--- src/common/sgtp_defs.svh ---
`ifndef SGTP_DEFS_SVH
`define SGTP_DEFS_SVH

// ----------------------------------------------------------------------------
// Clock
// ----------------------------------------------------------------------------
`define SGTP_CLK_PERIOD_PS      50000

// ----------------------------------------------------------------------------
// Timing limits in picoseconds (fastest grade shown in ns x 1000)
// ----------------------------------------------------------------------------
`define SGTP_T_RAS_MIN_PS       32000
`define SGTP_T_RAS_MAX_PS       100000000
`define SGTP_T_RP_PS            16000
`define SGTP_T_RRD_PS           11000
`define SGTP_T_RC_PS            48000
`define SGTP_T_RCD_PS           16000
`define SGTP_T_SRX_PS           5500
`define SGTP_T_PDE_PS           3500
`define SGTP_T_RSC_PS           5500
`define SGTP_T_BWC_PS           11000
`define SGTP_T_BPL_PS           11000
`define SGTP_T_WR_PS            5500
`define SGTP_T_PAUSE_PS         200000000
`define SGTP_AREF_COUNT         2

// ----------------------------------------------------------------------------
// Command encodings {cs_n, ras_n, cas_n, we_n}
// ----------------------------------------------------------------------------
`define SGTP_CMD_NOP            4'hF
`define SGTP_CMD_ACT            4'h3
`define SGTP_CMD_READ           4'h5
`define SGTP_CMD_WRITE          4'h4
`define SGTP_CMD_PRE            4'h2
`define SGTP_CMD_AREF           4'h1
`define SGTP_CMD_MRS            4'h0
`define SGTP_PRE_ALL_BIT        10

`endif

--- src/common/sgtp_pkg.sv ---
package sgtp_pkg;

  typedef enum logic [8:0] {
    SGTP_PAUSE    = 9'h001,
    SGTP_PREALL   = 9'h002,
    SGTP_MRS      = 9'h004,
    SGTP_AREF     = 9'h008,
    SGTP_IDLE     = 9'h010,
    SGTP_PWRDN    = 9'h020,
    SGTP_PD_EXIT  = 9'h040,
    SGTP_SELFREF  = 9'h080,
    SGTP_SR_EXIT  = 9'h100
  } sgtp_state_t;

  typedef enum logic [2:0] {
    SGTP_REQ_ACT   = 3'h0,
    SGTP_REQ_READ  = 3'h1,
    SGTP_REQ_WRITE = 3'h2,
    SGTP_REQ_PRE   = 3'h3,
    SGTP_REQ_BLKWR = 3'h4,
    SGTP_REQ_AREF  = 3'h5,
    SGTP_REQ_MRS   = 3'h6,
    SGTP_REQ_PWRDN = 3'h7
  } sgtp_req_t;

endpackage : sgtp_pkg

--- src/verilog/sgtp_ctrl.sv ---
// Operation
// - Row stays open at least the active minimum and never past the maximum (code does not close it; it only raises o_ras_overdue).
// - After precharge wait recovery time before activate or refresh, same bank (code does not wait before self refresh entry).
// - Activations to different banks spaced by the inter-bank minimum.
// - Column commands may issue every cycle.
// - Self refresh exit holds clock-gate high at least the exit pulse.
// - Power-down exit raises clock-gate a setup time before ending edge.
// - After mode set, wait mode-set cycle time before next command.
// - Block writes spaced by block write cycle time.
// - After block write, wait block-write-to-precharge before precharge.
// - Nanosecond limits become cycles, rounding fractions up (code rounds RAS_MAX_CYC down).
// - At power-up: NOP, clock-gate high, byte masks high, clock running.
// - Wait at least 200 microseconds before initialisation commands.
// - Keep byte masks high during the initial pause.
// - Precharge both banks next.
// - Then issue mode register set.
// - Then at least two auto-refresh cycles.
// - After power-down exit, one clock before any further command.
`timescale 1ns/10ps
`include "sgtp_defs.svh"
`default_nettype none

module sgtp_ctrl #(
  parameter int CLK_PS      = `SGTP_CLK_PERIOD_PS,
  parameter int T_RAS_MIN   = `SGTP_T_RAS_MIN_PS,
  parameter int T_RAS_MAX   = `SGTP_T_RAS_MAX_PS,
  parameter int T_RP        = `SGTP_T_RP_PS,
  parameter int T_RRD       = `SGTP_T_RRD_PS,
  parameter int T_RC        = `SGTP_T_RC_PS,
  parameter int T_RCD       = `SGTP_T_RCD_PS,
  parameter int T_SRX       = `SGTP_T_SRX_PS,
  parameter int T_PDE       = `SGTP_T_PDE_PS,
  parameter int T_RSC       = `SGTP_T_RSC_PS,
  parameter int T_BWC       = `SGTP_T_BWC_PS,
  parameter int T_BPL       = `SGTP_T_BPL_PS,
  parameter int T_WR        = `SGTP_T_WR_PS,
  parameter int PAUSE_CYC   = (`SGTP_T_PAUSE_PS + `SGTP_CLK_PERIOD_PS - 1) / `SGTP_CLK_PERIOD_PS,
  parameter int RAS_MAX_CYC = `SGTP_T_RAS_MAX_PS / `SGTP_CLK_PERIOD_PS,
  parameter int AREF_CNT    = `SGTP_AREF_COUNT,
  parameter int ROW_W       = 11,
  parameter int DQM_W       = 4
) (
  input  wire logic             i_clk_sys,
  input  wire logic             i_rst_n,
  input  wire logic             i_req_valid,
  input  wire logic [2:0]       i_req_cmd,
  input  wire logic             i_req_bank,
  input  wire logic [ROW_W-1:0] i_req_addr,
  input  wire logic [DQM_W-1:0] i_req_mask,
  input  wire logic             i_wake,
  output logic                  o_req_ready,
  output logic                  o_init_done,
  output logic                  o_ras_overdue,
  output logic                  o_cke,
  output logic                  o_cs_n,
  output logic                  o_ras_n,
  output logic                  o_cas_n,
  output logic                  o_we_n,
  output logic                  o_dsf,
  output logic                  o_ba,
  output logic [ROW_W-1:0]      o_addr,
  output logic [DQM_W-1:0]      o_dqm
);

  // --------------------------------------------------------------------------
  // Cycle counts, rounded up
  // --------------------------------------------------------------------------
  function automatic int cyc(input int ps);
    int c;
    c = (ps + CLK_PS - 1) / CLK_PS;
    return (c < 1) ? 1 : c;
  endfunction : cyc

  localparam int C_RAS  = cyc(T_RAS_MIN);
  localparam int C_RP   = cyc(T_RP);
  localparam int C_RRD  = cyc(T_RRD);
  localparam int C_RC   = cyc(T_RC);
  localparam int C_RCD  = cyc(T_RCD);
  localparam int C_SRX  = cyc(T_SRX);
  localparam int C_PDE  = cyc(T_PDE);
  localparam int C_RSC  = cyc(T_RSC);
  localparam int C_BWC  = cyc(T_BWC);
  localparam int C_BPL  = cyc(T_BPL);
  localparam int C_WR   = cyc(T_WR);
  localparam int CW     = 8;
  localparam int PW     = $clog2(PAUSE_CYC + RAS_MAX_CYC + 2);

  // --------------------------------------------------------------------------
  // State
  // --------------------------------------------------------------------------
  sgtp_pkg::sgtp_state_t state, next_state;
  logic [PW-1:0]  wait_cnt, next_wait_cnt;
  logic [CW-1:0]  gap_cnt, next_gap_cnt;
  logic [CW-1:0]  rrd_cnt, next_rrd_cnt;
  logic [CW-1:0]  bwc_cnt, next_bwc_cnt;
  logic [CW-1:0]  act_cnt [2], next_act_cnt [2];
  logic [CW-1:0]  pre_cnt [2], next_pre_cnt [2];
  logic [CW-1:0]  bpl_cnt [2], next_bpl_cnt [2];
  logic [PW-1:0]  open_cnt [2], next_open_cnt [2];
  logic [1:0]     row_open, next_row_open;
  logic [1:0]     aref_cnt, next_aref_cnt;
  logic [3:0]     cmd, next_cmd;
  logic           cke, next_cke, dsf, next_dsf, ba, next_ba;
  logic [ROW_W-1:0] addr, next_addr;
  logic [DQM_W-1:0] dqm, next_dqm;
  logic           ready, next_ready, done, next_done, overdue, next_overdue;

  function automatic logic [CW-1:0] dec(input logic [CW-1:0] v);
    return (v == '0) ? v : v - 8'h01;
  endfunction : dec

  function automatic logic [CW-1:0] lc(input int v);
    return CW'(v > 0 ? v - 1 : 0);
  endfunction : lc

  logic b;

  always_comb begin
    next_state    = state;
    next_wait_cnt = (wait_cnt == '0) ? wait_cnt : wait_cnt - PW'(1);
    next_gap_cnt  = dec(gap_cnt);
    next_rrd_cnt  = dec(rrd_cnt);
    next_bwc_cnt  = dec(bwc_cnt);
    for (int i = 0; i < 2; i++) begin
      next_act_cnt[i]  = dec(act_cnt[i]);
      next_pre_cnt[i]  = dec(pre_cnt[i]);
      next_bpl_cnt[i]  = dec(bpl_cnt[i]);
      next_open_cnt[i] = row_open[i] ? open_cnt[i] + PW'(1) : '0;
    end
    next_row_open = row_open;
    next_aref_cnt = aref_cnt;
    next_cmd      = `SGTP_CMD_NOP;
    next_cke      = cke;
    next_dsf      = 1'b0;
    next_ba       = ba;
    next_addr     = addr;
    next_dqm      = dqm;
    next_done     = done;
    next_overdue  = overdue;
    next_ready    = 1'b0;
    b             = i_req_bank;
    for (int i = 0; i < 2; i++) begin
      if (row_open[i] && open_cnt[i] >= PW'(RAS_MAX_CYC - C_RP)) begin
        next_overdue = 1'b1;
      end
    end
    if (row_open == 2'b00) begin
      next_overdue = 1'b0;
    end
    case (state)
      sgtp_pkg::SGTP_PAUSE: begin
        next_cke = 1'b1;
        next_dqm = '1;
        if (wait_cnt == '0) begin
          next_state   = sgtp_pkg::SGTP_PREALL;
        end
      end
      sgtp_pkg::SGTP_PREALL: begin
        next_cmd                   = `SGTP_CMD_PRE;
        next_addr                  = '0;
        next_addr[`SGTP_PRE_ALL_BIT] = 1'b1;
        next_gap_cnt               = lc(C_RP);
        next_state                 = sgtp_pkg::SGTP_MRS;
      end
      sgtp_pkg::SGTP_MRS: begin
        if (gap_cnt == '0) begin
          next_cmd     = `SGTP_CMD_MRS;
          next_addr    = i_req_addr;
          next_gap_cnt = lc(C_RSC);
          next_state   = sgtp_pkg::SGTP_AREF;
        end
      end
      sgtp_pkg::SGTP_AREF: begin
        if (gap_cnt == '0) begin
          next_cmd      = `SGTP_CMD_AREF;
          next_gap_cnt  = lc(C_RC);
          next_aref_cnt = aref_cnt + 2'h1;
          if (aref_cnt == 2'(AREF_CNT - 1)) begin
            next_state = sgtp_pkg::SGTP_IDLE;
          end
        end
      end
      sgtp_pkg::SGTP_IDLE: begin
        if (gap_cnt == '0 && !done) begin
          next_done = 1'b1;
          next_dqm  = '0;
        end
        if (done && i_req_valid && ready) begin
          next_ba  = b;
          next_dqm = i_req_mask;
          case (sgtp_pkg::sgtp_req_t'(i_req_cmd))
            sgtp_pkg::SGTP_REQ_ACT: begin
              if (!row_open[b] && pre_cnt[b] == '0 && rrd_cnt == '0) begin
                next_cmd           = `SGTP_CMD_ACT;
                next_addr          = i_req_addr;
                next_row_open[b]   = 1'b1;
                next_act_cnt[b]    = lc(C_RAS > C_RCD ? C_RAS : C_RCD);
                next_rrd_cnt       = lc(C_RRD);
              end
            end
            sgtp_pkg::SGTP_REQ_READ, sgtp_pkg::SGTP_REQ_WRITE: begin
              next_cmd  = (i_req_cmd == 3'h1) ? `SGTP_CMD_READ : `SGTP_CMD_WRITE;
              next_addr = i_req_addr;
              if (i_req_cmd == 3'h2) next_bpl_cnt[b] = lc(C_WR);
            end
            sgtp_pkg::SGTP_REQ_BLKWR: begin
              if (bwc_cnt == '0) begin
                next_cmd        = `SGTP_CMD_WRITE;
                next_dsf        = 1'b1;
                next_addr       = i_req_addr;
                next_bwc_cnt    = lc(C_BWC);
                next_bpl_cnt[b] = lc(C_BPL);
              end
            end
            sgtp_pkg::SGTP_REQ_PRE: begin
              if (act_cnt[b] == '0 && bpl_cnt[b] == '0) begin
                next_cmd         = `SGTP_CMD_PRE;
                next_addr        = '0;
                next_row_open[b] = 1'b0;
                next_pre_cnt[b]  = lc(C_RP);
              end
            end
            sgtp_pkg::SGTP_REQ_AREF: begin
              if (row_open == 2'b00 && pre_cnt[0] == '0 && pre_cnt[1] == '0) begin
                next_cmd     = `SGTP_CMD_AREF;
                next_gap_cnt = lc(C_RC);
              end
            end
            sgtp_pkg::SGTP_REQ_MRS: begin
              if (row_open == 2'b00) begin
                next_cmd     = `SGTP_CMD_MRS;
                next_addr    = i_req_addr;
                next_gap_cnt = lc(C_RSC);
              end
            end
            sgtp_pkg::SGTP_REQ_PWRDN: begin
              next_cke = 1'b0;
              if (row_open == 2'b00 && i_req_addr[0]) begin
                next_cmd   = `SGTP_CMD_AREF;
                next_state = sgtp_pkg::SGTP_SELFREF;
              end else begin
                next_state = sgtp_pkg::SGTP_PWRDN;
              end
            end
            default: begin
              next_cmd = `SGTP_CMD_NOP;
            end
          endcase
        end
      end
      sgtp_pkg::SGTP_PWRDN: begin
        if (i_wake) begin
          next_cke     = 1'b1;
          next_gap_cnt = lc(C_PDE + 1);
          next_state   = sgtp_pkg::SGTP_PD_EXIT;
        end
      end
      sgtp_pkg::SGTP_SELFREF: begin
        if (i_wake) begin
          next_cke     = 1'b1;
          next_gap_cnt = lc((C_SRX > C_RC ? C_SRX : C_RC) + 1);
          next_state   = sgtp_pkg::SGTP_SR_EXIT;
        end
      end
      sgtp_pkg::SGTP_PD_EXIT, sgtp_pkg::SGTP_SR_EXIT: begin
        if (gap_cnt == '0) begin
          next_state = sgtp_pkg::SGTP_IDLE;
        end
      end
      default: begin
        next_state = sgtp_pkg::SGTP_PAUSE;
      end
    endcase
    next_ready = (next_state == sgtp_pkg::SGTP_IDLE) && next_done && (next_gap_cnt == '0) &&
                 next_cmd != `SGTP_CMD_AREF && next_cmd != `SGTP_CMD_MRS;
  end

  always_ff @(posedge i_clk_sys or negedge i_rst_n) begin
    if (!i_rst_n) begin
      state    <= sgtp_pkg::SGTP_PAUSE;
      wait_cnt <= PW'(PAUSE_CYC);
      gap_cnt  <= '0;
      rrd_cnt  <= '0;
      bwc_cnt  <= '0;
      act_cnt  <= '{default: '0};
      pre_cnt  <= '{default: '0};
      bpl_cnt  <= '{default: '0};
      open_cnt <= '{default: '0};
      row_open <= 2'h0;
      aref_cnt <= 2'h0;
      cmd      <= `SGTP_CMD_NOP;
      cke      <= 1'b1;
      dsf      <= 1'b0;
      ba       <= 1'b0;
      addr     <= '0;
      dqm      <= '1;
      ready    <= 1'b0;
      done     <= 1'b0;
      overdue  <= 1'b0;
    end else begin
      state    <= next_state;
      wait_cnt <= next_wait_cnt;
      gap_cnt  <= next_gap_cnt;
      rrd_cnt  <= next_rrd_cnt;
      bwc_cnt  <= next_bwc_cnt;
      act_cnt  <= next_act_cnt;
      pre_cnt  <= next_pre_cnt;
      bpl_cnt  <= next_bpl_cnt;
      open_cnt <= next_open_cnt;
      row_open <= next_row_open;
      aref_cnt <= next_aref_cnt;
      cmd      <= next_cmd;
      cke      <= next_cke;
      dsf      <= next_dsf;
      ba       <= next_ba;
      addr     <= next_addr;
      dqm      <= next_dqm;
      ready    <= next_ready;
      done     <= next_done;
      overdue  <= next_overdue;
    end
  end

  assign o_req_ready   = ready;
  assign o_init_done   = done;
  assign o_ras_overdue = overdue;
  assign o_cke         = cke;
  assign {o_cs_n, o_ras_n, o_cas_n, o_we_n} = cmd;
  assign o_dsf         = dsf;
  assign o_ba          = ba;
  assign o_addr        = addr;
  assign o_dqm         = dqm;

endmodule : sgtp_ctrl

`default_nettype wire

--- config.mk ---
export PLATFORM = sky130hd
export DESIGN_NAME = sgtp_ctrl
export DESIGN_NICKNAME = d
export VERILOG_FILES = /design/src/common/sgtp_pkg.sv /design/src/verilog/sgtp_ctrl.sv
export VERILOG_INCLUDE_DIRS = /design/src /design/src/common
export SDC_FILE = /design/constraint.sdc
export NUM_CORES = 1
export LEC_CHECK = 0
export ABC_CLOCK_PERIOD_IN_PS = 7610
export BUFFER_PORTS_ARGS = -buffer_cell sky130_fd_sc_hd__buf_4
export CORE_MARGIN = 2
export CORE_UTILIZATION = 40
export DETAILED_ROUTE_END_ITERATION = 6
export SLEW_MARGIN = 20
export SYNTH_ARGS = -nofsm -noshare
export SYNTH_HDL_FRONTEND = slang
export SYNTH_SLANG_ARGS = --single-unit
--- constraint.sdc ---
create_clock -name i_clk_sys -period 7.61 [get_ports i_clk_sys]
set_input_delay 1.1415 -clock i_clk_sys [delete_from_list [all_inputs] [get_ports i_clk_sys]]
set_output_delay 1.1415 -clock i_clk_sys [all_outputs]
set_load 0.02 [all_outputs]
Word level (Yosys, flattened, before mapping). Index checks and enable logic that the tools add are counted.

Output and inout bits: 25. Input port bits: 23. Register bits after elaboration: 149.

Equal/unequal tests: 31. Order comparisons: 6. Multiplexer cells: 104. $add $sub $neg: 13. Bitwise logic cells: 8. Reduce and logical (&&, ||, !) cells: 51.

Operators with widths (number): $mux 8 (33); $mux 16 (12); $logic_not 8->1 (13); $mux 9 (9); $pmux 9 s8 (1); $sub 8x1->8 const B (9); $mux 11 (6); $pmux 11 s5 (1); $and 16x16->16 (3); $mux 4 (11); $pmux 11 s3 (1); $pmux 16 s2 (1); $pmux 8 s4 (1); $pmux 4 s7 (1); $add 13x1->13 const B (2); $ge 13x11->1 const B (2); $mux 13 (2); $eq 9x5->1 const B (2); $logic_and 1x1->1 (17); $mux 1 (16); $not 16->16 (1); $pmux 4 s4 (1); $pmux 8 s2 (1); $ne 3x3->1 const B (5); 44 further kinds (62).

Depth between registers and ports, before layout. Gate-level depths: netlist of run 1.

Depth in word-level cells: 14. Mapped depth: 12.

Worst setup path after synthesis of run 1. No wires, ideal clock.

Path type: input to register. From: input i_req_bank. To: register with a tool-made name. Stages: 7. Setup slack: 4844 ps. Data required time: 7537 ps. Arrival time: 2692 ps. Cell sequence: clkbuf_1 > nand2_1 > and4bb_1 > nor3_1 > or2_4 > or4_4 > a21oi_2.

RTL lines: start: declaration (RTL line sgtp_ctrl.sv:47) `input wire logic i_req_bank,`.

Worst setup path in the final report of run 1.
From: register state[6]. To: register ready, in the netlist o_req_ready.

Cells in the longest elaborated chain, start to end: 8.

Ends and longest elaborated chain: start: declaration (RTL line sgtp_ctrl.sv:91) `sgtp_pkg::sgtp_state_t state, next_state;`; start signal: assignment (RTL line sgtp_ctrl.sv:280) `state <= sgtp_pkg::SGTP_PAUSE;`; start signal: assignment (RTL line sgtp_ctrl.sv:301) `state <= next_state;`; $eq 9x7->1 (tied with other cells) (RTL line sgtp_ctrl.sv:150) `case (state)`; $reduce_or 2->1 (tied with other cells) (RTL line sgtp_ctrl.sv:150); $pmux 9 s8 (RTL line sgtp_ctrl.sv:150); $eq 9x5->1 (RTL line sgtp_ctrl.sv:274) `next_ready = (next_state == sgtp_pkg::SGTP_IDLE) && next_done && (next_gap_cnt == '0) &&`; $logic_and 1x1->1 (2 in a row) (RTL line sgtp_ctrl.sv:274); $logic_and 1x1->1 (no source line); $logic_and 1x1->1 (no source line) (*); net next_ready (RTL line sgtp_ctrl.sv:106) `logic ready, next_ready, done, next_done, overdue, next_overdue;`; end signal: assignment (RTL line sgtp_ctrl.sv:318) `ready <= next_ready;`; end: declaration (RTL line sgtp_ctrl.sv:106).

Mark *: on every way through the listed nets, which the timed path passes. The rest lies on a longest branch. A chain may end at the register's enable or synchronous reset.

==> results of run 1 <==
==> cell usage after synthesis (5+ instances only) <==
cell type  instances  area [um2]
a211oi_1          13        97.6
a21o_1             7        52.6
a21oi_1           33         165
a22o_1            10        87.6
and2_1            14        87.6
and3_1             9        56.3
clkbuf_1          11        41.3
dfrtp_1          133        3330
dfstp_2           16         420
ha_1              21         263
inv_1             38         143
nand2_1           64         240
nand2b_1           8        50.1
nand3_1           24         120
nand3b_1           5        37.5
nand4_1            5        31.3
nand4b_1           5        43.8
nor2_1           112         420
nor2b_1           13        81.3
nor3_1            28         140
nor3b_1            6        45.0
nor4_1            16         100
o21ai_0           24         120
o31ai_1            9        67.6
o41ai_1            5        43.8
or3_1              8        50.1
or4_1              6        45.0
xnor2_1           52         455
xor2_1            23         201
==> layout by cell type, fill, tap and decap left out, types with 14 or more instances in the layout <==
| cell | count |
|---|---|
| a21oi_1 | 33 |
| dfrtp_1 | 133 |
| clkbuf_16 | 17 |
| nor2_1 | 112 |
| nor3_1 | 28 |
| and2_1 | 14 |
| nand2_1 | 64 |
| xnor2_1 | 52 |
| buf_4 | 47 |
| xor2_1 | 23 |
| o21ai_0 | 24 |
| inv_1 | 38 |
| dfstp_2 | 16 |
| nor4_1 | 16 |
| ha_1 | 21 |
| nand3_1 | 24 |
==> metrics by stage <==
step	total power [mW]	setup slack, ps
after floorplan	0.816	4840
after global placement	0.844	4350
after detailed placement	0.844	4290
after CTS	1.73	4320
after global routing	1.77	3970
final	1.71	4310
==> flip-flops by register name (all words and copies together) (netlist names), 2 cells and up, named ones only <==
name      count
pre_cnt      16
o_addr       11
rrd_cnt       8
bwc_cnt       8
wait_cnt     13
aref_cnt      2
bpl_cnt      16
state         9
gap_cnt       8
open_cnt     26
cmd           4
act_cnt      16
o_dqm         4
==> power by group through the flow <==
stage	clock (mW)	sequential (mW)	combinational [mW]
final	0.879	0.793	0.0356
after global routing	0.938	0.792	0.0414
after floorplan	0	0.807	0.00889
after detailed placement	0	0.807	0.0372
after CTS	0.902	0.792	0.0372
after global placement	0	0.807	0.0375
==> area by class of cell <==
class,instances,area [um2],share of cell area
tap,234,293,0.0332
timing repair buffer,48,364,0.0413
inverter,38,143,0.0162
sequential,149,3750,0.426
clock buffer,18,439,0.0499
multi-input combinational,577,3640,0.414
clock inverter,14,174,0.0197
==> kinds of logic (layout without fill, tap and decap cells) <==
| kind of cell | count (synthesis) | in the layout | share of synthesized area |
|---|---|---|---|
| buffers and inverters | 54 | 118 | 0.0273 |
| AND/OR/NAND/NOR | 345 | 345 | 0.236 |
| flip-flops | 149 | 149 | 0.493 |
| XOR/XNOR | 75 | 75 | 0.0864 |
| AO/OA/AOI/OAI | 127 | 127 | 0.110 |
| multiplexers | 9 | 9 | 0.0127 |
| adder cells (fa/ha/maj) | 21 | 21 | 0.0346 |
==> worst reg2reg max path, cell delays in order, from the launching register on <==
cell	delay (ps)
dfrtp_1	440
nor4_2	510
nand3_1	660
and3_1	400
nor2b_1	170
nor4_2	530
o221ai_1	200
a2111oi_1	270
==> routing by layer <==
metal | GRT usage | wire, um | vias up
met1 | 0.228 | 7650 | 2669
met5 | 0 | 0 | -
li1 | - | - | 2834
met2 | 0.257 | 6940 | 53
met3 | 0.0391 | 516 | 20
met4 | 0.0626 | 252 | 0
==> worst paths after layout <==
| path | startpoint | end | cells past startpoint |
|---|---|---|---|
| worst max-delay path | state[6] | o_req_ready | 7 |
| worst min-delay path | o_dqm[3] | o_dqm[3] | 2 |
| worst max register to register | state[6] | o_req_ready | 7 |
| worst min register to register | o_dqm[3] | o_dqm[3] | 2 |
| max in group asynchronous | i_rst_n | state[3] | 2 |
| min in group asynchronous | i_rst_n | open_cnt[3] | 1 |
==> out/qor.json, run 1 <==
{
  "number_of_nets_still_failing_antenna_checks_after_routing": {"value": 0},
  "post_cts_hold_buffer_count": {"value": 0},
  "end_kind": {"value": "register"},
  "synth-async-reset-ratio": {"value": 1.00},
  "ys_dominant_reg_cell": {"value": "dfrtp_1"},
  "std_cell_rows": {"value": 50},
  "drc_errors": {"value": 0},
  "rsz0062_at_grt": {"value": "no"},
  "share_seq_of_total_power": {"value": 0.464},
  "number_of_antenna_violations_at_the_first_check_in_global_routing": {"value": 0},
  "antenna_cells": {"value": 0},
  "syn_nets": {"value": 824},
  "finalSetupViolCount": {"value": 0},
  "max_cap_viol_count": {"value": 0},
  "ctsRootBufferMaster": {"value": "clkbuf_16"},
  "floorplan.io_pins": {"value": 48},
  "cts_resized": {"value": 0},
  "setup_tns_final": {"value": 0, "unit": "ps"},
  "placedCellCount": {"value": 1046},
  "final.setup_skew": {"value": 8.99, "unit": "ps"},
  "grt_start_max_net_pins": {"value": 92},
  "synthesis.area": {"value": 7600, "unit": "um2"},
  "worstSkewPairLatency": {"value": 440, "unit": "ps"},
  "layout-drive-gt1-share": {"value": 0.135},
  "cts.sinks": {"value": 149},
  "switching_power": {"value": 0.376, "unit": "mW"},
  "tritoncts_clock_tree": {"value": "built"},
  "die_width": {"value": 142, "unit": "um"},
  "syn_area_per_cell": {"value": 9.74, "unit": "um2"},
  "slew_headroom": {"value": 0.342},
  "layout-area-overhead-vs-synth": {"value": 15.9, "unit": "%"},
  "max-clock-path-buffers": {"value": 2},
  "timing.critical_path.from_type": {"value": "register"},
  "grt_remaining_overflow": {"value": 0},
  "cts_inserted_buffers": {"value": 17},
  "core": {"value": 18700, "unit": "um2"},
  "global_placement_routability_congestion": {"value": 0.899},
  "yosysWarningCount": {"value": 0},
  "clock_power_share": {"value": 0.515},
  "post_drt_via_cell_ratio": {"value": 5.17},
  "design.die.area": {"value": 20100, "unit": "um2"},
  "cp_slowest_stage_delay": {"value": 660, "unit": "ps"},
  "drt_first_iter_violations": {"value": 363},
  "numPortBuffers": {"value": 47},
  "timing.critical_path.fanout_max": {"value": 18},
  "crit_chain": {"value": "nor4_2 -> nand3_1 -> and3_1 -> nor2b_1 -> nor4_2 -> o221ai_1 -> a2111oi_1"},
  "vias_in_the_first_global_route": {"value": 5515},
  "swShare": {"value": 0.220},
  "detail_route.wirelength": {"value": 15400, "unit": "um"},
  "drt_pass1_iterations": {"value": 4},
  "timing.final.crit_period": {"value": 3300, "unit": "ps"},
  "finalHoldWorstSlack": {"value": 469, "unit": "ps"},
  "number_of_levels_the_h_tree_was_split_into": {"value": 4},
  "seq_area_frac_synth": {"value": 0.493},
  "cp_slowest_cell": {"value": "nand3_1"},
  "finish.instance_area": {"value": 8810, "unit": "um2"},
  "path_buf_inv": {"value": 0},
  "worst_ir_drop_vdd": {"value": 0.000148, "unit": "V"},
  "sum_of_net_half_perimeters_after_detailed_placement": {"value": 10800, "unit": "um"},
  "final-max-slew-violation-count": {"value": 0},
  "critical-path-top-delay-family": {"value": "simple AND/OR/NAND/NOR gates"},
  "timing.setup.critical_path_class": {"value": "reg -> reg"},
  "die_height": {"value": 142, "unit": "um"},
  "syn_inst": {"value": 780},
  "fmaxAchievable": {"value": 303, "unit": "MHz"},
  "p_leak": {"value": 4.03, "unit": "nW"},
  "wire_per_inst": {"value": 14.3, "unit": "um"},
  "dr_total_vias": {"value": 5576},
  "placed_area": {"value": 8190, "unit": "um2"},
  "final.fill_count": {"value": 1749},
  "worst-endpoint-required": {"value": 7930, "unit": "ps"},
  "timing.reg2reg.setup_slack": {"value": 4310, "unit": "ps"},
  "ys_seq_elements": {"value": 149},
  "power_density": {"value": 194, "unit": "nW/um2"},
  "worst_hold_path_type": {"value": "reg -> reg"},
  "grt_pass1_wl": {"value": 26700, "unit": "um"},
  "period_share": {"value": 0.433},
  "relative_contribution_of_combinational_cells_to_total_power": {"value": 0.021},
  "grt_overall_usage": {"value": 0.166},
  "crit_arrival": {"value": 3620, "unit": "ps"},
  "run_status": {"value": "finished clean"},
  "cell_mode_on_critical_path": {"value": "nor4_2"},
  "synth.distinct_cells": {"value": 65},
  "final_nets": {"value": 875},
  "synth_edf_count": {"value": 0},
  "tightest_slew": {"value": 979, "unit": "ps"},
  "final_hold_viol_count": {"value": 0},
  "clkSlewWorstSetupHoldPaths": {"value": 60, "unit": "ps"},
  "final_cells": {"value": 1078},
  "initial_utilization": {"value": 0.406},
  "internal-power": {"value": 1.33, "unit": "mW"},
  "postCtsSetupBuffers": {"value": 0},
  "post-route-util": {"value": 0.471}
}
No activity file was read; power rests on OpenSTA's default activity.
==> inputs of run 2 (changes only) <==
--- a/config.mk
+++ b/config.mk
@@ -6,7 +6,7 @@
 export SDC_FILE = /design/constraint.sdc
 export NUM_CORES = 1
 export LEC_CHECK = 0
-export ABC_CLOCK_PERIOD_IN_PS = 7610
+export ABC_CLOCK_PERIOD_IN_PS = 3100
 export BUFFER_PORTS_ARGS = -buffer_cell sky130_fd_sc_hd__buf_4
 export CORE_MARGIN = 2
 export CORE_UTILIZATION = 40
==> constraint.sdc (replaced) <==
create_clock -name i_clk_sys -period 3.1 [get_ports i_clk_sys]
set_input_delay 0.465 -clock i_clk_sys [delete_from_list [all_inputs] [get_ports i_clk_sys]]
set_output_delay 0.465 -clock i_clk_sys [all_outputs]
set_load 0.02 [all_outputs]
==> out/qor.json, run 2 (same netlist as run 1, synthesis figures left out) <==
{
  "number_of_antenna_violations_at_the_first_check_in_global_routing": {"value": 0},
  "worst_hold_path_type": {"value": "in -> reg"},
  "drt_first_iter_violations": {"value": 361},
  "timing.critical_path.fanout_max": {"value": 11},
  "worst_ir_drop_vdd": {"value": 0.000330, "unit": "V"},
  "timing.setup.critical_path_class": {"value": "reg -> reg"},
  "wire_per_inst": {"value": 14.1, "unit": "um"},
  "max-clock-path-buffers": {"value": 2},
  "r2r_end": {"value": "o_addr[10]"},
  "tightest_slew": {"value": 759, "unit": "ps"},
  "largest_register_ffs": {"value": 26},
  "initial_utilization": {"value": 0.406},
  "postCtsSetupBuffers": {"value": 0},
  "timing.hold.worst_path_depth": {"value": 2},
  "slew_headroom": {"value": 0.490},
  "largest-register": {"value": "open_cnt"},
  "vias_in_the_first_global_route": {"value": 5602},
  "sum_of_net_half_perimeters_after_detailed_placement": {"value": 11000, "unit": "um"},
  "crit_arrival": {"value": 3170, "unit": "ps"},
  "timing.critical_path.from_type": {"value": "register"},
  "max_cap_viol_count": {"value": 0},
  "grt_pass1_wl": {"value": 26700, "unit": "um"},
  "cp_slowest_cell": {"value": "or4_4"},
  "most_common_cell_after_layout_fill_and_taps_aside": {"value": "dfrtp_1"},
  "setup_tns_final": {"value": 0, "unit": "ps"},
  "cts_inserted_buffers": {"value": 17},
  "hold_path.startpoint": {"value": "i_req_addr[3]"},
  "dr_total_vias": {"value": 5623},
  "floorplan.io_pins": {"value": 48},
  "grt_start_max_net_pins": {"value": 55},
  "drt_pass1_iterations": {"value": 5},
  "drc_errors": {"value": 0},
  "grt_overall_usage": {"value": 0.165},
  "final.fill_count": {"value": 1739},
  "finish.instance_area": {"value": 8960, "unit": "um2"},
  "final-max-slew-violation-count": {"value": 0},
  "fmaxAchievable": {"value": 349, "unit": "MHz"},
  "crit_chain": {"value": "or4_4 -> or4b_1 -> a21oi_2 -> nor4_1 -> nor4b_2 -> o21ai_1 -> mux2_1"},
  "core": {"value": 18700, "unit": "um2"},
  "std_cell_rows": {"value": 50},
  "die_width": {"value": 142, "unit": "um"},
  "numPortBuffers": {"value": 47},
  "worst-endpoint-required": {"value": 3400, "unit": "ps"},
  "r2r-start": {"value": "pre_cnt[10]"},
  "layout-drive-gt1-share": {"value": 0.148},
  "final_hold_viol_count": {"value": 0},
  "end_kind": {"value": "register"},
  "ctsRootBufferMaster": {"value": "clkbuf_16"},
  "period_share": {"value": 0.925},
  "final_cell_mix": {"value": "dfrtp_1 (133), nor2_1 (112), nand2_1 (64), buf_4 (64), xnor2_1 (52)"},
  "clkSlewWorstSetupHoldPaths": {"value": 60, "unit": "ps"},
  "tritoncts_clock_tree": {"value": "built"},
  "post-route-util": {"value": 0.479},
  "finalHoldWorstSlack": {"value": 258, "unit": "ps"},
  "number_of_levels_the_h_tree_was_split_into": {"value": 4},
  "timing.reg2reg.setup_slack": {"value": 230, "unit": "ps"},
  "power_density": {"value": 464, "unit": "nW/um2"},
  "antenna_cells": {"value": 0},
  "cts.sinks": {"value": 149},
  "final_nets": {"value": 894},
  "layout-area-overhead-vs-synth": {"value": 17.8, "unit": "%"},
  "detail_route.wirelength": {"value": 15500, "unit": "um"},
  "p_leak": {"value": 4.13, "unit": "nW"},
  "hold_path_end": {"value": "o_addr[3]"},
  "global_placement_routability_congestion": {"value": 0.846},
  "cp_slowest_stage_delay": {"value": 550, "unit": "ps"},
  "finalSetupViolCount": {"value": 0},
  "grt_remaining_overflow": {"value": 0},
  "run_status": {"value": "finished clean"},
  "rsz0062_at_grt": {"value": "no"},
  "fin_total_pwr": {"value": 4.16, "unit": "mW"},
  "timing.final.crit_period": {"value": 2870, "unit": "ps"},
  "placed_area": {"value": 8340, "unit": "um2"},
  "post_drt_via_cell_ratio": {"value": 5.13},
  "die_height": {"value": 142, "unit": "um"},
  "worst-r2r-cell-count": {"value": 7},
  "worstSkewPairLatency": {"value": 420, "unit": "ps"},
  "final.setup_skew": {"value": 6.56, "unit": "ps"},
  "design.die.area": {"value": 20100, "unit": "um2"},
  "number_of_nets_still_failing_antenna_checks_after_routing": {"value": 0}
}
==> run 2: cell type report <==
| class | instances | area (um2) | share of cell area |
|---|---|---|---|
| Clock buffer | 24 | 482 | 0.0538 |
| Clock inverter | 8 | 124 | 0.0138 |
| Inverter | 38 | 143 | 0.0159 |
| Multi-Input combinational cell | 577 | 3640 | 0.407 |
| Sequential cell | 149 | 3750 | 0.419 |
| Tap cell | 234 | 293 | 0.0327 |
| Timing Repair Buffer | 67 | 522 | 0.0583 |
==> run 2: per-layer routing <==
metal,GRT usage,part of all wire,up-vias
met5,0,0,-
met4,0.0537,0.012,0
met3,0.0412,0.032,16
met2,0.259,0.46,73
met1,0.225,0.50,2658
li1,-,-,2876
==> run 2: worst max path at each step <==
stage,start,end,slack [ps],depth (start not counted)
2_1_floorplan,pre_cnt[8],o_req_ready,460,9
3_3_place_gp,pre_cnt[10],o_addr[10],290,7
3_5_place_dp,pre_cnt[10],o_addr[10],230,7
4_1_cts,pre_cnt[10],o_addr[10],230,7
5_1_grt,act_cnt[12],o_addr[10],50,7
6_report,pre_cnt[10],o_addr[10],230,7
==> run 2: metrics by stage <==
stage | worst slack (ps) | std cells
after floorplan | 463 | 780
after global placement | 287 | 1064
after detailed placement | 228 | 1064
after CTS | 226 | 1097
after global routing | 49.7 | 1097
final | 233 | 1097
==> run 2: power breakdown <==
group / internal (mW) / total (mW) / switching [mW]
clock network: 1.33 / 2.12 / 0.791
logic: 0.0316 / 0.0935 / 0.0619
registers: 1.95 / 1.95 / 0
total: 3.31 / 4.16 / 0.852
==> run 2: worst max-delay path, delay by kind of cell (launching register included) <==
kind | cells | cell delay (ps)
AND/OR/NAND/NOR | 4 | 1450
flip-flops | 1 | 420
AO/OA/AOI/OAI | 2 | 490
multiplexers | 1 | 400
==> run 2: timing repair <==
| item | CTS | global route |
|---|---|---|
| gates resized for setup | 0 | 0 |
| endpoints found under the hold margin | 40 | 0 |
| hold buffers | 1 | 0 |
